## config.mk

```make
export PLATFORM = sky130hd
export DESIGN_NAME = ssw_switch
export DESIGN_NICKNAME = d
export VERILOG_FILES = /design/src/include/ssw_pkg.sv /design/src/verilog/ssw_arb.sv /design/src/verilog/ssw_switch.sv
export SDC_FILE = /design/constraint.sdc
export NUM_CORES = 1
export LEC_CHECK = 0
export ABC_CLOCK_PERIOD_IN_PS = 3960
export BUFFER_PORTS_ARGS = -buffer_cell sky130_fd_sc_hd__buf_2
export CAP_MARGIN = 10
export CELL_PAD_IN_SITES_DETAIL_PLACEMENT = 1
export CELL_PAD_IN_SITES_GLOBAL_PLACEMENT = 1
export CORE_MARGIN = 2
export CORE_UTILIZATION = 36
export CTS_BUF_LIST = sky130_fd_sc_hd__clkbuf_8
export DETAILED_ROUTE_END_ITERATION = 12
export GPL_TIMING_DRIVEN = 1
export PLACE_DENSITY_LB_ADDON = 0.1
export REMOVE_ABC_BUFFERS = 1
export SYNTH_ARGS = -nofsm -noshare
export SYNTH_HDL_FRONTEND = slang
export SYNTH_SLANG_ARGS = --single-unit
```

## constraint.sdc

```tcl
create_clock -name core_clk -period 3.96 [get_ports core_clk]
set_input_delay 0.792 -clock core_clk [delete_from_list [all_inputs] [get_ports core_clk]]
set_output_delay 0.792 -clock core_clk [all_outputs]
set_load 0.05 [all_outputs]
```

## src/include/ssw_pkg.sv

```systemverilog
// shared constants and carrier types of the stream switch
package ssw_pkg;

  // register map
  localparam logic [7:0]  OFS_CTRL     = 8'h00;
  localparam logic [7:0]  OFS_MAX_XFER = 8'h04;
  localparam logic [7:0]  OFS_IDLE_LIM = 8'h08;
  localparam logic [7:0]  OFS_STATUS   = 8'h0C;
  localparam logic [7:0]  OFS_RANGE    = 8'h10;
  localparam int          RANGE_SHIFT  = 3;

  // ctrl field positions
  localparam int          CTRL_MODE    = 0;
  localparam int          CTRL_LAST    = 1;
  localparam int          CTRL_COUNT   = 2;
  localparam int          CTRL_IDLE    = 3;
  localparam logic [3:0]  CTRL_RST     = 4'h3;

  // grant end limits
  localparam int          CNT_W        = 11;
  localparam logic [10:0] LIM_MIN      = 11'h004;
  localparam logic [10:0] LIM_MAX      = 11'h400;
  localparam logic [10:0] LIM_RST      = 11'h309;

  // destination range after reset: output j owns span*j .. span*j+span-1
  localparam logic [31:0] RANGE_SPAN   = 32'h0000_0002;

  // bus responses
  localparam logic [1:0]  RESP_OKAY    = 2'h0;
  localparam logic [1:0]  RESP_SLVERR  = 2'h2;

  typedef enum logic {
    ARB_FIXED  = 1'b0,
    ARB_ROTATE = 1'b1
  } ssw_arb_e;

  typedef enum logic {
    GNT_IDLE = 1'b0,
    GNT_HOLD = 1'b1
  } ssw_gnt_e;

  typedef struct packed {
    ssw_arb_e          mode;
    logic              en_last;
    logic              en_count;
    logic              en_idle;
    logic [CNT_W-1:0]  max_xfer;
    logic [CNT_W-1:0]  idle_lim;
  } ssw_cfg_s;

endpackage

```

## src/verilog/ssw_arb.sv

```systemverilog
// per-output arbiter with grant hold and end conditions
`timescale 1ns/1ps
`default_nettype none
module ssw_arb #(
  parameter int NS = 2
) (
  // clock and reset
  input  wire logic               core_clk,
  input  wire logic               sys_rst_n,
  // configuration
  input  wire ssw_pkg::ssw_cfg_s  cfg,
  // requests and traffic of this output
  input  wire logic [NS-1:0]      req,
  input  wire logic [NS-1:0]      src_valid,
  input  wire logic               beat,
  input  wire logic               beat_last,
  // grant
  output logic [NS-1:0]           gnt_d,
  output logic [NS-1:0]           gnt_q
);

  localparam int PW = (NS > 1) ? $clog2(NS) : 1;

  typedef struct packed {
    ssw_pkg::ssw_gnt_e        st;
    logic [NS-1:0]            gnt;
    logic [PW-1:0]            last;
    logic                     first;
    logic [ssw_pkg::CNT_W-1:0] cnt;
    logic [ssw_pkg::CNT_W-1:0] idle;
  } ssw_arb_st_s;

  localparam ssw_arb_st_s ST_RST = '{st: ssw_pkg::GNT_IDLE, gnt: '0, last: '0, first: 1'b1, cnt: '0, idle: '0};

  ssw_arb_st_s s_q;
  ssw_arb_st_s s_d;

  always_comb begin
    logic [NS-1:0]             pick;
    logic [PW-1:0]             pidx;
    logic                      found;
    logic                      gvalid;
    logic                      done;
    logic [ssw_pkg::CNT_W-1:0] cnt_inc;
    logic [ssw_pkg::CNT_W-1:0] idle_inc;
    int                        base;
    int                        idx;
    pick     = '0;
    pidx     = '0;
    found    = 1'b0;
    gvalid   = 1'b0;
    done     = 1'b0;
    cnt_inc  = '0;
    idle_inc = '0;
    base     = 0;
    idx      = 0;
    s_d      = s_q;
    // fixed mode: highest request wins
    if (cfg.mode == ssw_pkg::ARB_FIXED) begin
      for (int k = NS - 1; k >= 0; k--) begin
        if (!found && req[k]) begin
          pick[k] = 1'b1;
          pidx    = PW'(k);
          found   = 1'b1;
        end
      end
    end else begin
      // search downward from the last served, top first after reset
      base = s_q.first ? NS : int'(s_q.last);
      for (int k = 1; k <= NS; k++) begin
        idx = (base + NS - k) % NS;
        if (!found && req[idx]) begin
          pick[idx] = 1'b1;
          pidx      = PW'(idx);
          found     = 1'b1;
        end
      end
    end
    case (s_q.st)
      ssw_pkg::GNT_IDLE: begin
        if (found) begin
          s_d.st    = ssw_pkg::GNT_HOLD;
          s_d.gnt   = pick;
          s_d.last  = pidx;
          s_d.first = 1'b0;
          s_d.cnt   = '0;
          s_d.idle  = '0;
        end
      end
      ssw_pkg::GNT_HOLD: begin
        gvalid   = |(s_q.gnt & src_valid);
        cnt_inc  = s_q.cnt + ssw_pkg::CNT_W'(1);
        idle_inc = gvalid ? ssw_pkg::CNT_W'(0) : s_q.idle + ssw_pkg::CNT_W'(1);
        if (beat && s_q.cnt != '1) begin
          s_d.cnt = cnt_inc;
        end
        if (s_q.idle != '1) begin
          s_d.idle = idle_inc;
        end
        if (cfg.en_last && beat && beat_last) begin
          done = 1'b1;
        end
        if (cfg.en_count && beat && cnt_inc >= cfg.max_xfer) begin
          done = 1'b1;
        end
        if (cfg.en_idle && !gvalid && idle_inc >= cfg.idle_lim) begin
          done = 1'b1;
        end
        if (done) begin
          s_d.st  = ssw_pkg::GNT_IDLE;
          s_d.gnt = '0;
        end
      end
      default: begin
        s_d = ST_RST;
      end
    endcase
  end

  always_ff @(posedge core_clk or negedge sys_rst_n) begin
    if (!sys_rst_n) begin
      s_q <= ST_RST;
    end else begin
      s_q <= s_d;
    end
  end

  assign gnt_d = s_d.gnt;
  assign gnt_q = s_q.gnt;

endmodule
`default_nettype wire

```

## src/verilog/ssw_switch.sv

```systemverilog
// stream crossbar top with routing, output slots and register slave
// What this block does
// - one to eight inputs and outputs, parameterised
// - single clock, async active-low reset
// - decode each beat's destination to pick output
// - grant exactly one contender per output
// - ready only on the granted input
// - beat moves when valid and ready high
// - output beat held until sink ready
// - grant released after maximum transfer count
// - grant released after idle valid limit
// - fixed mode grants highest requesting port
// - rotating mode searches downward, wraps, starts top
// - data buses whole bytes, qualifiers per byte
// - keep passes through unchanged
// - dest, id, user, strobe copied with data
// - packet boundary flag forwarded
// - each output owns inclusive destination range
// - transfer and idle limits 4 to 1024
// - dest 1-10, id 0-32, user 0-4096 bits
// - disjoint paths transfer concurrently
`timescale 1ns/1ps
`default_nettype none
module ssw_switch #(
  parameter int NS     = 2,
  parameter int NM     = 2,
  parameter int BYTES  = 1,
  parameter int DEST_W = 2,
  parameter int ID_W   = 0,
  parameter int USER_W = 0
) (
  // clock and reset
  input  wire logic                      core_clk,
  input  wire logic                      sys_rst_n,
  // upstream stream ports
  input  wire logic [NS*BYTES*8-1:0]     s_axis_tdata,
  input  wire logic [NS*BYTES-1:0]       s_axis_tstrb,
  input  wire logic [NS*BYTES-1:0]       s_axis_tkeep,
  input  wire logic [NS*DEST_W-1:0]      s_axis_tdest,
  input  wire logic [NS*((USER_W > 0) ? USER_W : 1)-1:0] s_axis_tuser,
  input  wire logic [NS*((ID_W > 0) ? ID_W : 1)-1:0]     s_axis_tid,
  input  wire logic [NS-1:0]             s_axis_tvalid,
  input  wire logic [NS-1:0]             s_axis_tlast,
  output logic [NS-1:0]                  s_axis_tready,
  // downstream stream ports
  output logic [NM-1:0]                  m_axis_tvalid,
  output logic [NM*BYTES*8-1:0]          m_axis_tdata,
  output logic [NM*BYTES-1:0]            m_axis_tstrb,
  output logic [NM*BYTES-1:0]            m_axis_tkeep,
  output logic [NM*DEST_W-1:0]           m_axis_tdest,
  output logic [NM*((USER_W > 0) ? USER_W : 1)-1:0]      m_axis_tuser,
  output logic [NM*((ID_W > 0) ? ID_W : 1)-1:0]          m_axis_tid,
  output logic [NM-1:0]                  m_axis_tlast,
  input  wire logic [NM-1:0]             m_axis_tready,
  // register slave
  input  wire logic [7:0]                s_axil_awaddr,
  input  wire logic                      s_axil_awvalid,
  output logic                           s_axil_awready,
  input  wire logic [31:0]               s_axil_wdata,
  input  wire logic [3:0]                s_axil_wstrb,
  input  wire logic                      s_axil_wvalid,
  output logic                           s_axil_wready,
  output logic [1:0]                     s_axil_bresp,
  output logic                           s_axil_bvalid,
  input  wire logic                      s_axil_bready,
  input  wire logic [7:0]                s_axil_araddr,
  input  wire logic                      s_axil_arvalid,
  output logic                           s_axil_arready,
  output logic [31:0]                    s_axil_rdata,
  output logic [1:0]                     s_axil_rresp,
  output logic                           s_axil_rvalid,
  input  wire logic                      s_axil_rready
);

  // beat layout: data, strobe, keep, dest, id, user, last
  localparam int IW  = (ID_W > 0) ? ID_W : 1;
  localparam int UW  = (USER_W > 0) ? USER_W : 1;
  localparam int D8  = BYTES * 8;
  localparam int OS  = D8;
  localparam int OK  = OS + BYTES;
  localparam int ODS = OK + BYTES;
  localparam int OI  = ODS + DEST_W;
  localparam int OU  = OI + IW;
  localparam int OL  = OU + UW;
  localparam int BW  = OL + 1;

  typedef struct packed {
    logic [NM-1:0]              ov;
    logic [NM-1:0][BW-1:0]      ob;
    logic [NS-1:0]              rdy;
    ssw_pkg::ssw_cfg_s          cfg;
    logic [NM-1:0][1:0][31:0]   rng;
    logic                       aw_got;
    logic                       w_got;
    logic [7:0]                 awaddr;
    logic [31:0]                wdata;
    logic [3:0]                 wstrb;
    logic                       awready;
    logic                       wready;
    logic                       bvalid;
    logic [1:0]                 bresp;
    logic                       arready;
    logic                       rvalid;
    logic [31:0]                rdata;
    logic [1:0]                 rresp;
  } ssw_top_st_s;

  function automatic ssw_top_st_s rst_state();
    ssw_top_st_s r;
    r              = '0;
    r.cfg.mode     = ssw_pkg::ssw_arb_e'(ssw_pkg::CTRL_RST[ssw_pkg::CTRL_MODE]);
    r.cfg.en_last  = ssw_pkg::CTRL_RST[ssw_pkg::CTRL_LAST];
    r.cfg.en_count = ssw_pkg::CTRL_RST[ssw_pkg::CTRL_COUNT];
    r.cfg.en_idle  = ssw_pkg::CTRL_RST[ssw_pkg::CTRL_IDLE];
    r.cfg.max_xfer = ssw_pkg::LIM_RST;
    r.cfg.idle_lim = ssw_pkg::LIM_RST;
    for (int j = 0; j < NM; j++) begin
      r.rng[j][0] = 32'(j) * ssw_pkg::RANGE_SPAN;
      r.rng[j][1] = 32'(j) * ssw_pkg::RANGE_SPAN + ssw_pkg::RANGE_SPAN - 32'h0000_0001;
    end
    r.awready      = 1'b1;
    r.wready       = 1'b1;
    r.arready      = 1'b1;
    return r;
  endfunction

  function automatic logic [31:0] merge(input logic [31:0] old, input logic [31:0] nw, input logic [3:0] be);
    logic [31:0] r;
    r = old;
    for (int b = 0; b < 4; b++) begin
      if (be[b]) begin
        r[b*8 +: 8] = nw[b*8 +: 8];
      end
    end
    return r;
  endfunction

  function automatic logic [10:0] clamp(input logic [31:0] v);
    logic [10:0] r;
    if (v < 32'(ssw_pkg::LIM_MIN)) begin
      r = ssw_pkg::LIM_MIN;
    end else if (v > 32'(ssw_pkg::LIM_MAX)) begin
      r = ssw_pkg::LIM_MAX;
    end else begin
      r = v[10:0];
    end
    return r;
  endfunction

  localparam ssw_top_st_s ST_RST = rst_state();

  ssw_top_st_s         s_q;
  ssw_top_st_s         s_d;
  logic [BW-1:0]       bin   [NS];
  logic [NS-1:0]       hs;
  logic [NS-1:0]       req   [NM];
  logic [NS-1:0]       gnt_d [NM];
  logic [NS-1:0]       gnt_q [NM];
  logic [NM-1:0]       beat;
  logic [NM-1:0]       blast;
  logic [BW-1:0]       bmux  [NM];

  // routing and grant muxing
  always_comb begin
    logic [31:0]   dst;
    logic          hit;
    logic [NS-1:0] held;
    dst  = '0;
    hit  = 1'b0;
    held = '0;
    for (int k = 0; k < NS; k++) begin
      bin[k] = {s_axis_tlast[k], s_axis_tuser[k*UW +: UW], s_axis_tid[k*IW +: IW],
                s_axis_tdest[k*DEST_W +: DEST_W], s_axis_tkeep[k*BYTES +: BYTES],
                s_axis_tstrb[k*BYTES +: BYTES], s_axis_tdata[k*D8 +: D8]};
    end
    hs = s_q.rdy & s_axis_tvalid;
    for (int j = 0; j < NM; j++) begin
      held = held | gnt_q[j];
      req[j] = '0;
    end
    for (int k = 0; k < NS; k++) begin
      dst = 32'(s_axis_tdest[k*DEST_W +: DEST_W]);
      hit = 1'b0;
      for (int j = 0; j < NM; j++) begin
        if (!hit && dst >= s_q.rng[j][0] && dst <= s_q.rng[j][1]) begin
          hit       = 1'b1;
          req[j][k] = s_axis_tvalid[k] & ~held[k];
        end
      end
    end
    for (int j = 0; j < NM; j++) begin
      bmux[j] = '0;
      for (int k = 0; k < NS; k++) begin
        if (gnt_q[j][k]) begin
          bmux[j] = bmux[j] | bin[k];
        end
      end
      beat[j]  = |(gnt_q[j] & hs);
      blast[j] = bmux[j][OL];
    end
  end

  // state update: output slots, ready, register slave
  always_comb begin
    logic [7:0]  wa;
    logic [7:0]  ra;
    logic [7:0]  ri;
    logic [15:0] stat;
    wa   = '0;
    ra   = '0;
    ri   = '0;
    stat = '0;
    s_d  = s_q;
    for (int j = 0; j < NM; j++) begin
      if (s_q.ov[j] && m_axis_tready[j]) begin
        s_d.ov[j] = 1'b0;
      end
      if (beat[j]) begin
        s_d.ov[j] = 1'b1;
        s_d.ob[j] = bmux[j];
      end
    end
    for (int k = 0; k < NS; k++) begin
      s_d.rdy[k] = 1'b0;
      for (int j = 0; j < NM; j++) begin
        if (gnt_d[j][k] && !s_d.ov[j]) begin
          s_d.rdy[k] = 1'b1;
        end
      end
    end
    // write channel
    if (s_axil_awvalid && s_q.awready) begin
      s_d.aw_got = 1'b1;
      s_d.awaddr = s_axil_awaddr;
    end
    if (s_axil_wvalid && s_q.wready) begin
      s_d.w_got = 1'b1;
      s_d.wdata = s_axil_wdata;
      s_d.wstrb = s_axil_wstrb;
    end
    if (s_q.bvalid && s_axil_bready) begin
      s_d.bvalid = 1'b0;
    end
    if (s_q.aw_got && s_q.w_got && !s_q.bvalid) begin
      wa         = {s_q.awaddr[7:2], 2'h0};
      ri         = (wa - ssw_pkg::OFS_RANGE) >> ssw_pkg::RANGE_SHIFT;
      s_d.aw_got = 1'b0;
      s_d.w_got  = 1'b0;
      s_d.bvalid = 1'b1;
      s_d.bresp  = ssw_pkg::RESP_OKAY;
      if (wa == ssw_pkg::OFS_CTRL) begin
        if (s_q.wstrb[0]) begin
          s_d.cfg.mode     = ssw_pkg::ssw_arb_e'(s_q.wdata[ssw_pkg::CTRL_MODE]);
          s_d.cfg.en_last  = s_q.wdata[ssw_pkg::CTRL_LAST];
          s_d.cfg.en_count = s_q.wdata[ssw_pkg::CTRL_COUNT];
          s_d.cfg.en_idle  = s_q.wdata[ssw_pkg::CTRL_IDLE];
        end
      end else if (wa == ssw_pkg::OFS_MAX_XFER) begin
        s_d.cfg.max_xfer = clamp(merge(32'(s_q.cfg.max_xfer), s_q.wdata, s_q.wstrb));
      end else if (wa == ssw_pkg::OFS_IDLE_LIM) begin
        s_d.cfg.idle_lim = clamp(merge(32'(s_q.cfg.idle_lim), s_q.wdata, s_q.wstrb));
      end else if (wa == ssw_pkg::OFS_STATUS) begin
        s_d.bresp = ssw_pkg::RESP_OKAY;
      end else if (wa >= ssw_pkg::OFS_RANGE && 32'(ri) < 32'(NM)) begin
        s_d.rng[ri][wa[2]] = merge(s_q.rng[ri][wa[2]], s_q.wdata, s_q.wstrb);
      end else begin
        s_d.bresp = ssw_pkg::RESP_SLVERR;
      end
    end
    s_d.awready = !s_d.aw_got;
    s_d.wready  = !s_d.w_got;
    // read channel
    if (s_q.rvalid && s_axil_rready) begin
      s_d.rvalid  = 1'b0;
      s_d.arready = 1'b1;
    end
    if (s_axil_arvalid && s_q.arready) begin
      ra          = {s_axil_araddr[7:2], 2'h0};
      ri          = (ra - ssw_pkg::OFS_RANGE) >> ssw_pkg::RANGE_SHIFT;
      s_d.arready = 1'b0;
      s_d.rvalid  = 1'b1;
      s_d.rresp   = ssw_pkg::RESP_OKAY;
      s_d.rdata   = '0;
      for (int j = 0; j < NM; j++) begin
        stat[j]     = |gnt_q[j];
        stat[8 + j] = s_q.ov[j];
      end
      if (ra == ssw_pkg::OFS_CTRL) begin
        s_d.rdata[ssw_pkg::CTRL_MODE]  = s_q.cfg.mode;
        s_d.rdata[ssw_pkg::CTRL_LAST]  = s_q.cfg.en_last;
        s_d.rdata[ssw_pkg::CTRL_COUNT] = s_q.cfg.en_count;
        s_d.rdata[ssw_pkg::CTRL_IDLE]  = s_q.cfg.en_idle;
      end else if (ra == ssw_pkg::OFS_MAX_XFER) begin
        s_d.rdata = 32'(s_q.cfg.max_xfer);
      end else if (ra == ssw_pkg::OFS_IDLE_LIM) begin
        s_d.rdata = 32'(s_q.cfg.idle_lim);
      end else if (ra == ssw_pkg::OFS_STATUS) begin
        s_d.rdata = 32'(stat);
      end else if (ra >= ssw_pkg::OFS_RANGE && 32'(ri) < 32'(NM)) begin
        s_d.rdata = s_q.rng[ri][ra[2]];
      end else begin
        s_d.rresp = ssw_pkg::RESP_SLVERR;
      end
    end
  end

  always_ff @(posedge core_clk or negedge sys_rst_n) begin
    if (!sys_rst_n) begin
      s_q <= ST_RST;
    end else begin
      s_q <= s_d;
    end
  end

  // one arbiter and output lane per downstream port
  for (genvar j = 0; j < NM; j++) begin : g_out
    ssw_arb #(
      .NS (NS)
    ) u_arb (
      .core_clk  (core_clk),
      .sys_rst_n (sys_rst_n),
      .cfg       (s_q.cfg),
      .req       (req[j]),
      .src_valid (s_axis_tvalid),
      .beat      (beat[j]),
      .beat_last (blast[j]),
      .gnt_d     (gnt_d[j]),
      .gnt_q     (gnt_q[j])
    );
    assign m_axis_tvalid[j]                 = s_q.ov[j];
    assign m_axis_tdata[j*D8 +: D8]         = s_q.ob[j][D8-1:0];
    assign m_axis_tstrb[j*BYTES +: BYTES]   = s_q.ob[j][OS +: BYTES];
    assign m_axis_tkeep[j*BYTES +: BYTES]   = s_q.ob[j][OK +: BYTES];
    assign m_axis_tdest[j*DEST_W +: DEST_W] = s_q.ob[j][ODS +: DEST_W];
    assign m_axis_tid[j*IW +: IW]           = s_q.ob[j][OI +: IW];
    assign m_axis_tuser[j*UW +: UW]         = s_q.ob[j][OU +: UW];
    assign m_axis_tlast[j]                  = s_q.ob[j][OL];
  end

  assign s_axis_tready  = s_q.rdy;
  assign s_axil_awready = s_q.awready;
  assign s_axil_wready  = s_q.wready;
  assign s_axil_bvalid  = s_q.bvalid;
  assign s_axil_bresp   = s_q.bresp;
  assign s_axil_arready = s_q.arready;
  assign s_axil_rvalid  = s_q.rvalid;
  assign s_axil_rdata   = s_q.rdata;
  assign s_axil_rresp   = s_q.rresp;

endmodule
`default_nettype wire

```

==> results of run 1 <==
-- cell families (layout without fill, tap and decap cells) --
kind of cell	count (synthesis)	after routing	share of synthesized area, %
fa+ha+maj	64	64	4.54
buf+inv	211	363	6.08
xor+xnor	36	36	1.79
other cells	1	2	0.0212
flops	325	325	46.2
mux	147	147	13.2
simple gates	448	448	12.0
compound gates	439	439	16.2
-- layer usage --
layer	wire length (um)	vias up	global-route usage (%)
li1	-	6258	-
met1	23800	6963	28.3
met2	27400	265	37.9
met3	2140	106	3.59
met4	1830	0	8.29
met5	0	-	0
-- power by group --
group	total [mW]	switching, mW	leakage [nW]	internal [mW]
logic	6.08	3.57	4.26	2.51
registers	5.89	1.41	4.19	4.48
clock network	3.30	1.50	0.755	1.80
-- state kept, by name (all words and copies together) (netlist names) --
signal	cells
g_out.u_arb.gnt_q	4
m_axis_tuser	2
m_axis_tid	2
m_axis_tdest	4
m_axis_tstrb	2
s_axil_arready	1
s_axil_rvalid	1
m_axis_tlast	2
m_axis_tkeep	2
s_axis_tready	2
s_axil_awready	1
s_axil_bvalid	1
s_q	198
s_axil_rresp	1
m_axis_tdata	16
m_axis_tvalid	2
s_axil_rdata	32
g_out.u_arb.s_q	50
s_axil_bresp	1
s_axil_wready	1
-- through the flow --
stage	setup WS [ps]	power (mW)	instance area, sq um
after floorplan	-1460	9.82	16800
after global placement	491	11.9	18700
after detailed placement	439	12.1	18700
after CTS	406	15.5	20000
after global routing	69.5	16.3	20000
final	428	15.3	20000
-- cell usage in the layout (no fill, tap or decap), types with 4 or more instances in the layout --
cell	instances
a22oi_1	31
xnor2_1	16
o21a_1	10
mux4_2	62
nand4_1	9
a21oi_1	201
buf_4	36
nor2b_1	13
mux2i_1	37
o211ai_1	4
inv_1	80
xor2_1	20
o32ai_1	10
dfstp_2	19
ha_1	64
a22o_1	55
a21o_1	11
nand3_1	24
o31ai_1	8
and2_1	4
a21boi_0	4
buf_2	160
mux2_2	46
nor3_1	9
nor4_1	35
nand2b_1	10
o21ai_0	44
dfrtp_1	304
o22ai_1	11
a31oi_1	9
and3_1	17
nand2_1	80
a211oi_1	9
clkbuf_8	80
nor2_1	213
-- critical path: stages, from the launching register on --
cell	delay, ps
dfrtp_1	440
ha_1	260
nand3_1	150
nor2_1	220
and3_1	300
and3_1	220
xor2_1	190
ha_1	270
a21o_1	160
a22o_1	230
a221o_1	340
a31oi_1	340
a211o_1	220
o2bb2ai_1	120
-- final cells by class --
class	count	share of cell area, %
Tap cell	622	3.90
Clock inverter	34	0.708
Clock buffer	80	5.52
Multi-Input combinational cell	1136	42.3
Inverter	49	0.921
Sequential cell	325	40.9
Timing Repair Buffer	200	5.74
-- worst paths after layout --
check | startpoint | end | slack, ps | cells past startpoint
worst max-delay path | g_out[0].u_arb.s_q[11]$_DFFE_PN0P_ | s_axis_tready[1]$_DFF_PN0_ | 430 | 13
worst min-delay path | sys_rst_n | g_out[0].u_arb.s_q[13]$_DFFE_PN0P_ | 160 | 1
worst max register to register | g_out[0].u_arb.s_q[11]$_DFFE_PN0P_ | s_axis_tready[1]$_DFF_PN0_ | 430 | 13
worst min register to register | s_axil_rdata[7]$_DFFE_PN0P_ | s_axil_rdata[7]$_DFFE_PN0P_ | 480 | 2
max in group asynchronous | sys_rst_n | m_axis_tstrb[0]$_DFFE_PN0N_ | 2810 | 2
min in group core_clk | s_axil_arvalid | s_axil_arready$_DFFE_PN1P_ | 320 | 2
==> run_results.csv, run 1 <==
group,metric,value,unit
die,rows,81,
critical_path,worstPathMaxFanout,5,
die,start_util,36.3,%
sta,fin_tns_setup,0,ps
critical_path,endpoint_kind,"flip-flop",
grt,grt_pass1_wl,86700,um
clock_network,htreeDepth,2,
clock_network,clk_pin_slew,60,ps
critical_path,crit_arrival,4120,ps
grt,first_global_vias,14700,
placed_design,routabilityCongestion,0.824,
cells_and_area,antenna_cells,0,
sta,holdWs,160,ps
die,dieArea,50800,sq um
clock_network,cts_setup_buffers,0,
sta,skew,24.3,ps
clock_network,cts-buffers-inserted,61,
drt,drtAntennaViolNets,0,
sta,slew_violations,0,
sta,fmax,0.283,GHz
placed_design,dp_hpwl,38700,um
sta,grt_setup_unrepaired,"no",
cells_and_area,syn2layout_area_growth,13.1,%
synthesis,ys_async_sr_fraction,100,%
synthesis,syn_area,17600,sq um
clock_network,clock_latency,670,ps
drt,via_per_inst,5.56,
clock_network,cts_root_buf,"clkbuf_8",
synthesis,ys_seq_area_share,46.2,%
critical_path,crit_required,4550,ps
clock_network,tritoncts,"done",
sta,period_minus_slack,3530,ps
cells_and_area,fill_cells,5395,
die,die_w,225,um
min_path,hold_path_class,"in2async",
synthesis,syn_area_per_cell,10.6,sq um
die,core,48600,sq um
clock_network,cts-resized-gates,0,
sta,setup_viol,0,
drt,via_count,13600,
synthesis,yosysTopAreaCell,"dfrtp_1",
synthesis,synth.ff_latch_count,325,
die,fp.dieH,225,um
status,status,"completed",
critical_path,crit_type,"reg2reg",
drt,drt_iter0_markers,634,
cells_and_area,post-route-util,41.0,%
cells_and_area,multi_input_area,8450,sq um
power,irDropWorstVdd,0.380,mV
synthesis,yosys-top-cells-count,"dfrtp_1 (306), nor2_1 (215), a21oi_1 (201)",
drt,remaining_drc_errors,0,
synthesis,yosysMostFrequentCell,"dfrtp_1",
grt,gr-total-overflow,0,
cells_and_area,drive_above_1_share,24.3,%
synthesis,synthTopCellsByArea,"dfrtp_1 (43%), mux4_2 (7.9%), a21oi_1 (5.7%)",
power,power_leakage,9.21,nW
clock_network,holdBufCountCts,0,
clock_network,clock_sinks,325,
grt,grt.total_usage,22.2,%
sta,finalCritPeriodShare,89.2,%
cells_and_area,layout.cells.non_filler,2446,
drt,wl_per_cell,22.6,um
die,io_pins,168,
placed_design,port_buffers,161,
drt,first_pass_iters,5,
synthesis,synthFlopType,"dfrtp_1",
cells_and_area,ff_latch_area,8160,sq um
drt,drt_wl_total,55200,um
synthesis,ys_types,83,
synthesis,synthesis.instances,1671,
cells_and_area,fin_nets,1930,
clock_network,clockBufferDepth,3,
grt,antenna_found_initial,0,
grt,grt_max_degree,92,
sta,finalHoldViolCount,0,
sta,relSlewSlack,29.5,%
flow_run,drv_cap,0,
placed_design,dp_cells,2332,
synthesis,netlist.area_leader.share,43.4,%
critical_path,worst_setup_path_start_kind,"flip-flop",
synthesis,synth_edf_count,0,
synthesis,synth.yosys.warnings,0,
sta,max_slew.worst_pin.slew,1060,ps
power,powerDensity,765,nW/um^2
(Power assumes the default switching activity.)
==> run 2: changes to the inputs <==
--- a/config.mk
+++ b/config.mk
@@ -5,7 +5,7 @@
 export SDC_FILE = /design/constraint.sdc
 export NUM_CORES = 1
 export LEC_CHECK = 0
-export ABC_CLOCK_PERIOD_IN_PS = 3960
+export ABC_CLOCK_PERIOD_IN_PS = 4200
 export BUFFER_PORTS_ARGS = -buffer_cell sky130_fd_sc_hd__buf_2
 export CAP_MARGIN = 10
 export CELL_PAD_IN_SITES_DETAIL_PLACEMENT = 1
@@ -16,7 +16,6 @@
 export DETAILED_ROUTE_END_ITERATION = 12
 export GPL_TIMING_DRIVEN = 1
 export PLACE_DENSITY_LB_ADDON = 0.1
-export REMOVE_ABC_BUFFERS = 1
 export SYNTH_ARGS = -nofsm -noshare
 export SYNTH_HDL_FRONTEND = slang
 export SYNTH_SLANG_ARGS = --single-unit
==> constraint.sdc (replaced) <==
create_clock -name core_clk -period 4.2 [get_ports core_clk]
set_input_delay 0.84 -clock core_clk [delete_from_list [all_inputs] [get_ports core_clk]]
set_output_delay 0.84 -clock core_clk [all_outputs]
set_load 0.05 [all_outputs]
==> run 2 against run 1 <==
Net effect: die area did not move; first-iteration DRC count rose by 20%; worst setup slack improved by 34 ps; sequential power fell by 5.3%; register-to-register slack improved by 30 ps; design area barely moved; sequential share of layout area barely moved; fmax fell by 5.5%; global-route usage rose by 0.31 points; combinational power fell by 5.9%; hold slack improved by 31 ps; clock-buffer cell count fell by 4; critical endpoint unchanged; largest power group unchanged; highest routed layer unchanged.
==> run_results.csv, run 2 (synthesis gave the netlist of run 1 again) <==
group,metric,value,unit
status,status,"completed",
critical_path,crit_required,4790,ps
drt,drt_iter0_markers,762,
clock_network,tritoncts,"done",
placed_design,routabilityCongestion,0.794,
clock_network,clk_pin_slew,60,ps
placed_design,pre_cts_ws,432,ps
sta,fmax,0.267,GHz
cells_and_area,largest_reg_flops,198,
critical_path,crit_arrival,4330,ps
sta,skew,29.4,ps
min_path,hold_path_class,"in2async",
drt,via_per_inst,5.57,
cells_and_area,drive_above_1_share,24.1,%
clock_network,cts_root_buf,"clkbuf_8",
cells_and_area,multi_input_area,8450,sq um
clock_network,cts-buffers-inserted,61,
sta,timing.final.ws_setup,462,ps
power,sw_frac_of_total,42.9,%
die,rows,81,
placed_design,dp_cells,2327,
sta,grt_setup_unrepaired,"no",
critical_path,endpoint_kind,"flip-flop",
power,power.internal,8.20,mW
drt,drtAntennaViolNets,0,
critical_path,worstPathMaxFanout,5,
cells_and_area,fill_cells,5454,
clock_network,clock_latency,680,ps
die,fp.dieH,225,um
drt,wl_per_cell,22.7,um
clock_network,holdBufCountCts,0,
grt,gr-total-overflow,0,
clock_network,cts_setup_buffers,0,
power,clkPwrFrac,21.4,%
clock_network,cts-resized-gates,0,
critical_path,worst_setup_path_start_kind,"flip-flop",
sta,finalCritPeriodShare,89.0,%
power,irDropWorstVdd,0.366,mV
sta,period_minus_slack,3740,ps
die,core,48600,sq um
drt,via_count,13600,
drt,remaining_drc_errors,0,
placed_design,place_area,18700,sq um
cells_and_area,syn2layout_area_growth,13.1,%
cells_and_area,final_common_cell,"dfrtp_1",
grt,antenna_found_initial,0,
die,start_util,36.3,%
placed_design,dp_hpwl,39800,um
cells_and_area,layout.cells.non_filler,2441,
sta,setup_viol,0,
grt,first_global_vias,14200,
clock_network,clockBufferDepth,3,
power,combPwrFrac,39.8,%
die,io_pins,168,
drt,drt_wl_total,55400,um
cells_and_area,ff_latch_area,8160,sq um
cells_and_area,final_cell_mix,"dfrtp_1 (304), nor2_1 (213), a21oi_1 (201)",
drt,first_pass_iters,5,
die,die_w,225,um
die,dieArea,50800,sq um
power,p_sw,6.17,mW
clock_network,htreeDepth,2,
grt,grt.total_usage,22.5,%
flow_run,drv_cap,0,
grt,grt_pass1_wl,87400,um
cells_and_area,regMostFlops,"s_q",
power,powerDensity,720,nW/um^2
power,power_leakage,9.18,nW
cells_and_area,antenna_cells,0,
sta,slew_violations,0,
power,pwr-share-seq,38.8,%
sta,relSlewSlack,30.9,%
placed_design,port_buffers,161,
cells_and_area,postLayoutCellArea,20000,sq um
grt,grt_max_degree,97,
sta,fin_tns_setup,0,ps
clock_network,clock_sinks,325,
sta,finalHoldViolCount,0,
cells_and_area,fin_nets,1925,
critical_path,crit_type,"reg2reg",
sta,max_slew.worst_pin.slew,1040,ps
## run 2: per-stage QoR
step,total power [mW],util [%],hold WS (ps)
6_report,14.4,41.0,191
2_1_floorplan,9.63,-,435
4_1_cts,14.6,41.0,214
3_5_place_dp,11.4,38.5,470
5_1_grt,15.4,41.0,234
3_3_place_gp,11.2,38.5,461
## run 2: worst paths after layout
kind | end | cells after the start | start | slack [ps]
max in group asynchronous | s_axil_wready$_DFF_PN1_ | 2 | sys_rst_n | 3060
setup / recovery | s_axis_tready[1]$_DFF_PN0_ | 13 | g_out[0].u_arb.s_q[11]$_DFFE_PN0P_ | 460
min in group core_clk | s_axil_bvalid$_DFFE_PN0P_ | 2 | s_axil_bready | 350
hold / removal | s_axil_rresp[1]$_DFFE_PN0P_ | 1 | sys_rst_n | 190
hold reg to reg | s_axil_rdata[6]$_DFFE_PN0P_ | 2 | s_axil_rdata[6]$_DFFE_PN0P_ | 480
setup reg to reg | s_axis_tready[1]$_DFF_PN0_ | 13 | g_out[0].u_arb.s_q[11]$_DFFE_PN0P_ | 460
## run 2: critical path, stage by stage, from the launching register on
cell       delay, ps
dfrtp_1          430
ha_1             260
nand3_1          170
nor2_1           240
and3_1           320
and3_1           240
xor2_1           230
ha_1             280
a21o_1           170
a22o_1           250
a221o_1          350
a31oi_1          390
a211o_1          220
o2bb2ai_1        110
## run 2: final cells by class
| class | instances | share of cell area, % |
|---|---|---|
| clock inverter | 38 | 0.884 |
| sequential | 325 | 40.9 |
| multi-input combinational | 1136 | 42.4 |
| clock buffer | 76 | 5.24 |
| inverter | 49 | 0.922 |
| timing repair buffer | 195 | 5.81 |
| tap | 622 | 3.90 |
## run 2: power by group through the flow
stage | clock network (mW) | registers [mW] | logic, mW
final | 3.07 | 5.58 | 5.72
after global routing | 3.35 | 5.77 | 6.31
after CTS | 3.19 | 5.58 | 5.79
after detailed placement | 0 | 5.63 | 5.76
after global placement | 0 | 5.58 | 5.63
after floorplan | 0 | 5.01 | 4.63
## run 2: metal layers
layer,vias up,GRT usage [%],wire length (um)
met4,0,6.43,1270
met5,-,0,0
met3,70,3.65,2060
li1,6257,-,-
met2,256,35.7,26100
met1,7007,31.7,26100
==> run 3: changes to the inputs <==
--- a/config.mk
+++ b/config.mk
@@ -5,7 +5,7 @@
 export SDC_FILE = /design/constraint.sdc
 export NUM_CORES = 1
 export LEC_CHECK = 0
-export ABC_CLOCK_PERIOD_IN_PS = 4200
+export ABC_CLOCK_PERIOD_IN_PS = 3000
 export BUFFER_PORTS_ARGS = -buffer_cell sky130_fd_sc_hd__buf_2
 export CAP_MARGIN = 10
 export CELL_PAD_IN_SITES_DETAIL_PLACEMENT = 1
==> constraint.sdc (replaced) <==
create_clock -name core_clk -period 3 [get_ports core_clk]
set_input_delay 0.6 -clock core_clk [delete_from_list [all_inputs] [get_ports core_clk]]
set_output_delay 0.6 -clock core_clk [all_outputs]
set_load 0.05 [all_outputs]
==> run 3 against run 2 <==
Net effect: global-route usage grew 0.55 points; combinational power grew 53%; register-to-register slack lost 440 ps; sequential share of layout area shrank 1.9 points; critical endpoint unchanged.
==> run_results.csv, run 3 (synthesis gave the netlist of run 1 again) <==
group,metric,value,unit
status,status,"completed",
cells_and_area,largest_reg_flops,198,
placed_design,place_area,19200,sq um
die,core,48600,sq um
drt,wl_per_cell,22.6,um
critical_path,crit_type,"reg2reg",
flow_run,drv_cap,0,
sta,slew_violations,0,
clock_network,cts_root_buf,"clkbuf_8",
drt,drt_iter0_markers,728,
die,rows,81,
drt,wl_met2,27300,um
cells_and_area,syn2layout_area_growth,18.4,%
min_path,hold_depth,2,
die,dieArea,50800,sq um
clock_network,clk_pin_slew,60,ps
grt,grt_max_degree,62,
sta,finalCritPeriodShare,99.3,%
die,fp.dieH,225,um
clock_network,clock_latency,630,ps
critical_path,crit_required,3550,ps
drt,routedLengthMet1,26300,um
cells_and_area,regMostFlops,"s_q",
cells_and_area,final_cell_mix,"dfrtp_1 (303), nor2_1 (208), a21oi_1 (198)",
sta,grt_setup_unrepaired,"yes",
critical_path,crit_cells,14,
sta,max_slew.worst_pin.slew,800,ps
critical_path,worstSetupStartpoint,"g_out[0].u_arb.s_q[6]$_DFFE_PN0P_",
sta,relSlewSlack,46.7,%
grt,first_global_vias,15000,
sta,finalHoldViolCount,0,
grt,gr-total-overflow,0,
critical_path,cp-endpoint,"s_axis_tready[1]$_DFF_PN0_",
clock_network,clock_sinks,325,
drt,drtAntennaViolNets,0,
critical_path,worst_setup_path_start_kind,"flip-flop",
critical_path,worstPathMaxFanout,3,
critical_path,crit_arrival,3530,ps
clock_network,tritoncts,"done",
placed_design,dp_hpwl,41100,um
placed_design,port_buffers,161,
grt,grt.total_usage,23.0,%
power,power.total,21.1,mW
grt,antenna_found_initial,0,
critical_path,timing.rr.end,"s_axis_tready[1]$_DFF_PN0_",
critical_path,ff2ff_path_depth,14,
sta,setup_viol,0,
cells_and_area,fin_nets,2010,
power,powerDensity,1010,nW/um^2
die,die_w,225,um
sta,period_minus_slack,2980,ps
min_path,hold_path_class,"in2reg",
die,start_util,36.3,%
drt,remaining_drc_errors,0,
drt,first_pass_iters,7,
drt,via_count,14000,
cells_and_area,postLayoutCellArea,20900,sq um
critical_path,reg2reg_slack,20,ps
cells_and_area,final_common_cell,"dfrtp_1",
drt,via_per_inst,5.55,
critical_path,cp_top_family,"compound AO/OA/AOI/OAI gates",
grt,grt_pass1_wl,89600,um
cells_and_area,drive_above_1_share,29.8,%
sta,fmax,0.336,GHz
critical_path,endpoint_kind,"flip-flop",
critical_path,path_buf_inv,1,
drt,drt_wl_total,57100,um
clock_network,cts-buffers-inserted,66,
power,power_leakage,9.63,nW
sta,skew,35.7,ps
clock_network,htreeDepth,3,
critical_path,worst_path_max_delay_cell,"dfrtp_1",
drt,wl_met3,2320,um
clock_network,clockBufferDepth,3,
critical_path,r2r-start,"g_out[0].u_arb.s_q[6]$_DFFE_PN0P_",
drt,top_layer_used,"met4",
die,io_pins,168,
critical_path,cp_slowest_stage_delay,420,ps
power,irDropWorstVdd,0.565,mV
critical_path,crit_chain,"and3_4 -> and3_1 -> nand2_1 -> xor2_1 -> nor2_1 -> ha_1 -> o21a_1 -> o211ai_1 -> o21ai_0 -> a221o_1 -> a31oi_1 -> buf_4 -> a211o_1 -> o2bb2ai_1",
placed_design,routabilityCongestion,0.820,
-- run 3: cell types whose count changed in the layout (fill, tap and decap cells not counted), moves of 4 or more --
cell / before / now
and3_1: 17 / 9
nor2_1: 213 / 208
clkbuf_8: 76 / 84
nand3_1: 24 / 20
inv_1: 78 / 70
ha_1: 64 / 60
and3_4: 0 / 8
buf_4: 27 / 103
-- run 3: layout make-up --
class	count	area (sq um)
diodes	2	5.00
clock inverters	32	165
inverters	49	184
flip-flops and latches	325	8160
fillers	5395	27700
clock buffers	84	1160
multi-input cells	1136	8650
repair buffers	275	1800
well taps	622	778
-- run 3: where the power goes --
group / switching [mW] / total [mW] / internal, mW
Clock: 2.07 / 4.66 / 2.59
Sequential: 1.75 / 7.67 / 5.92
Combinational: 5.10 / 8.78 / 3.68
Total: 8.92 / 21.1 / 12.2
-- run 3: worst min-delay path by stage --
stage / start / slack [ps] / end
floorplan: sys_rst_n / 300 / g_out[0].u_arb.gnt_q[0]$_DFF_PN0_
global placement: s_axil_rresp[1]$_DFFE_PN0P_ / 460 / s_axil_rresp[1]$_DFFE_PN0P_
detailed placement: s_q[86]$_DFF_PN0_ / 460 / s_axil_awready$_DFF_PN1_
CTS: s_axil_bready / 110 / s_axil_bvalid$_DFFE_PN0P_
global route: s_axil_arvalid / 140 / s_axil_arready$_DFFE_PN1P_
finish: s_axil_bready / 170 / s_axil_bvalid$_DFFE_PN0P_
-- run 3: repair_timing --
action | CTS | global route
hold buffers | 1 | 0
pin swaps | 14 | 15
setup endpoints to repair | 3 | 34
gates resized for setup | 13 | 29
endpoints found under the hold margin | 41 | 0
buffers inserted | 9 | 8
-- run 3: metal layers --
layer / GRT usage (%) / up-vias
met2: 37.6 / 274
met5: 0 / -
li1: - / 6416
met1: 31.3 / 7256
met3: 3.79 / 76
met4: 7.26 / 0
-- run 3: metrics by stage --
step / TNS (ps) / hold slack, ps / cells / setup WS (ps) / util, %
floorplan: 0 / 304 / 1672 / 12.4 / -
global placement: -376 / 461 / 2389 / -143 / 39.5
detailed placement: -319 / 464 / 2389 / -134 / 39.5
CTS: -10.6 / 111 / 2515 / -10.6 / 42.5
global route: -275 / 145 / 2523 / -128 / 43.0
finish: 0 / 169 / 2525 / 21.4 / 43.0
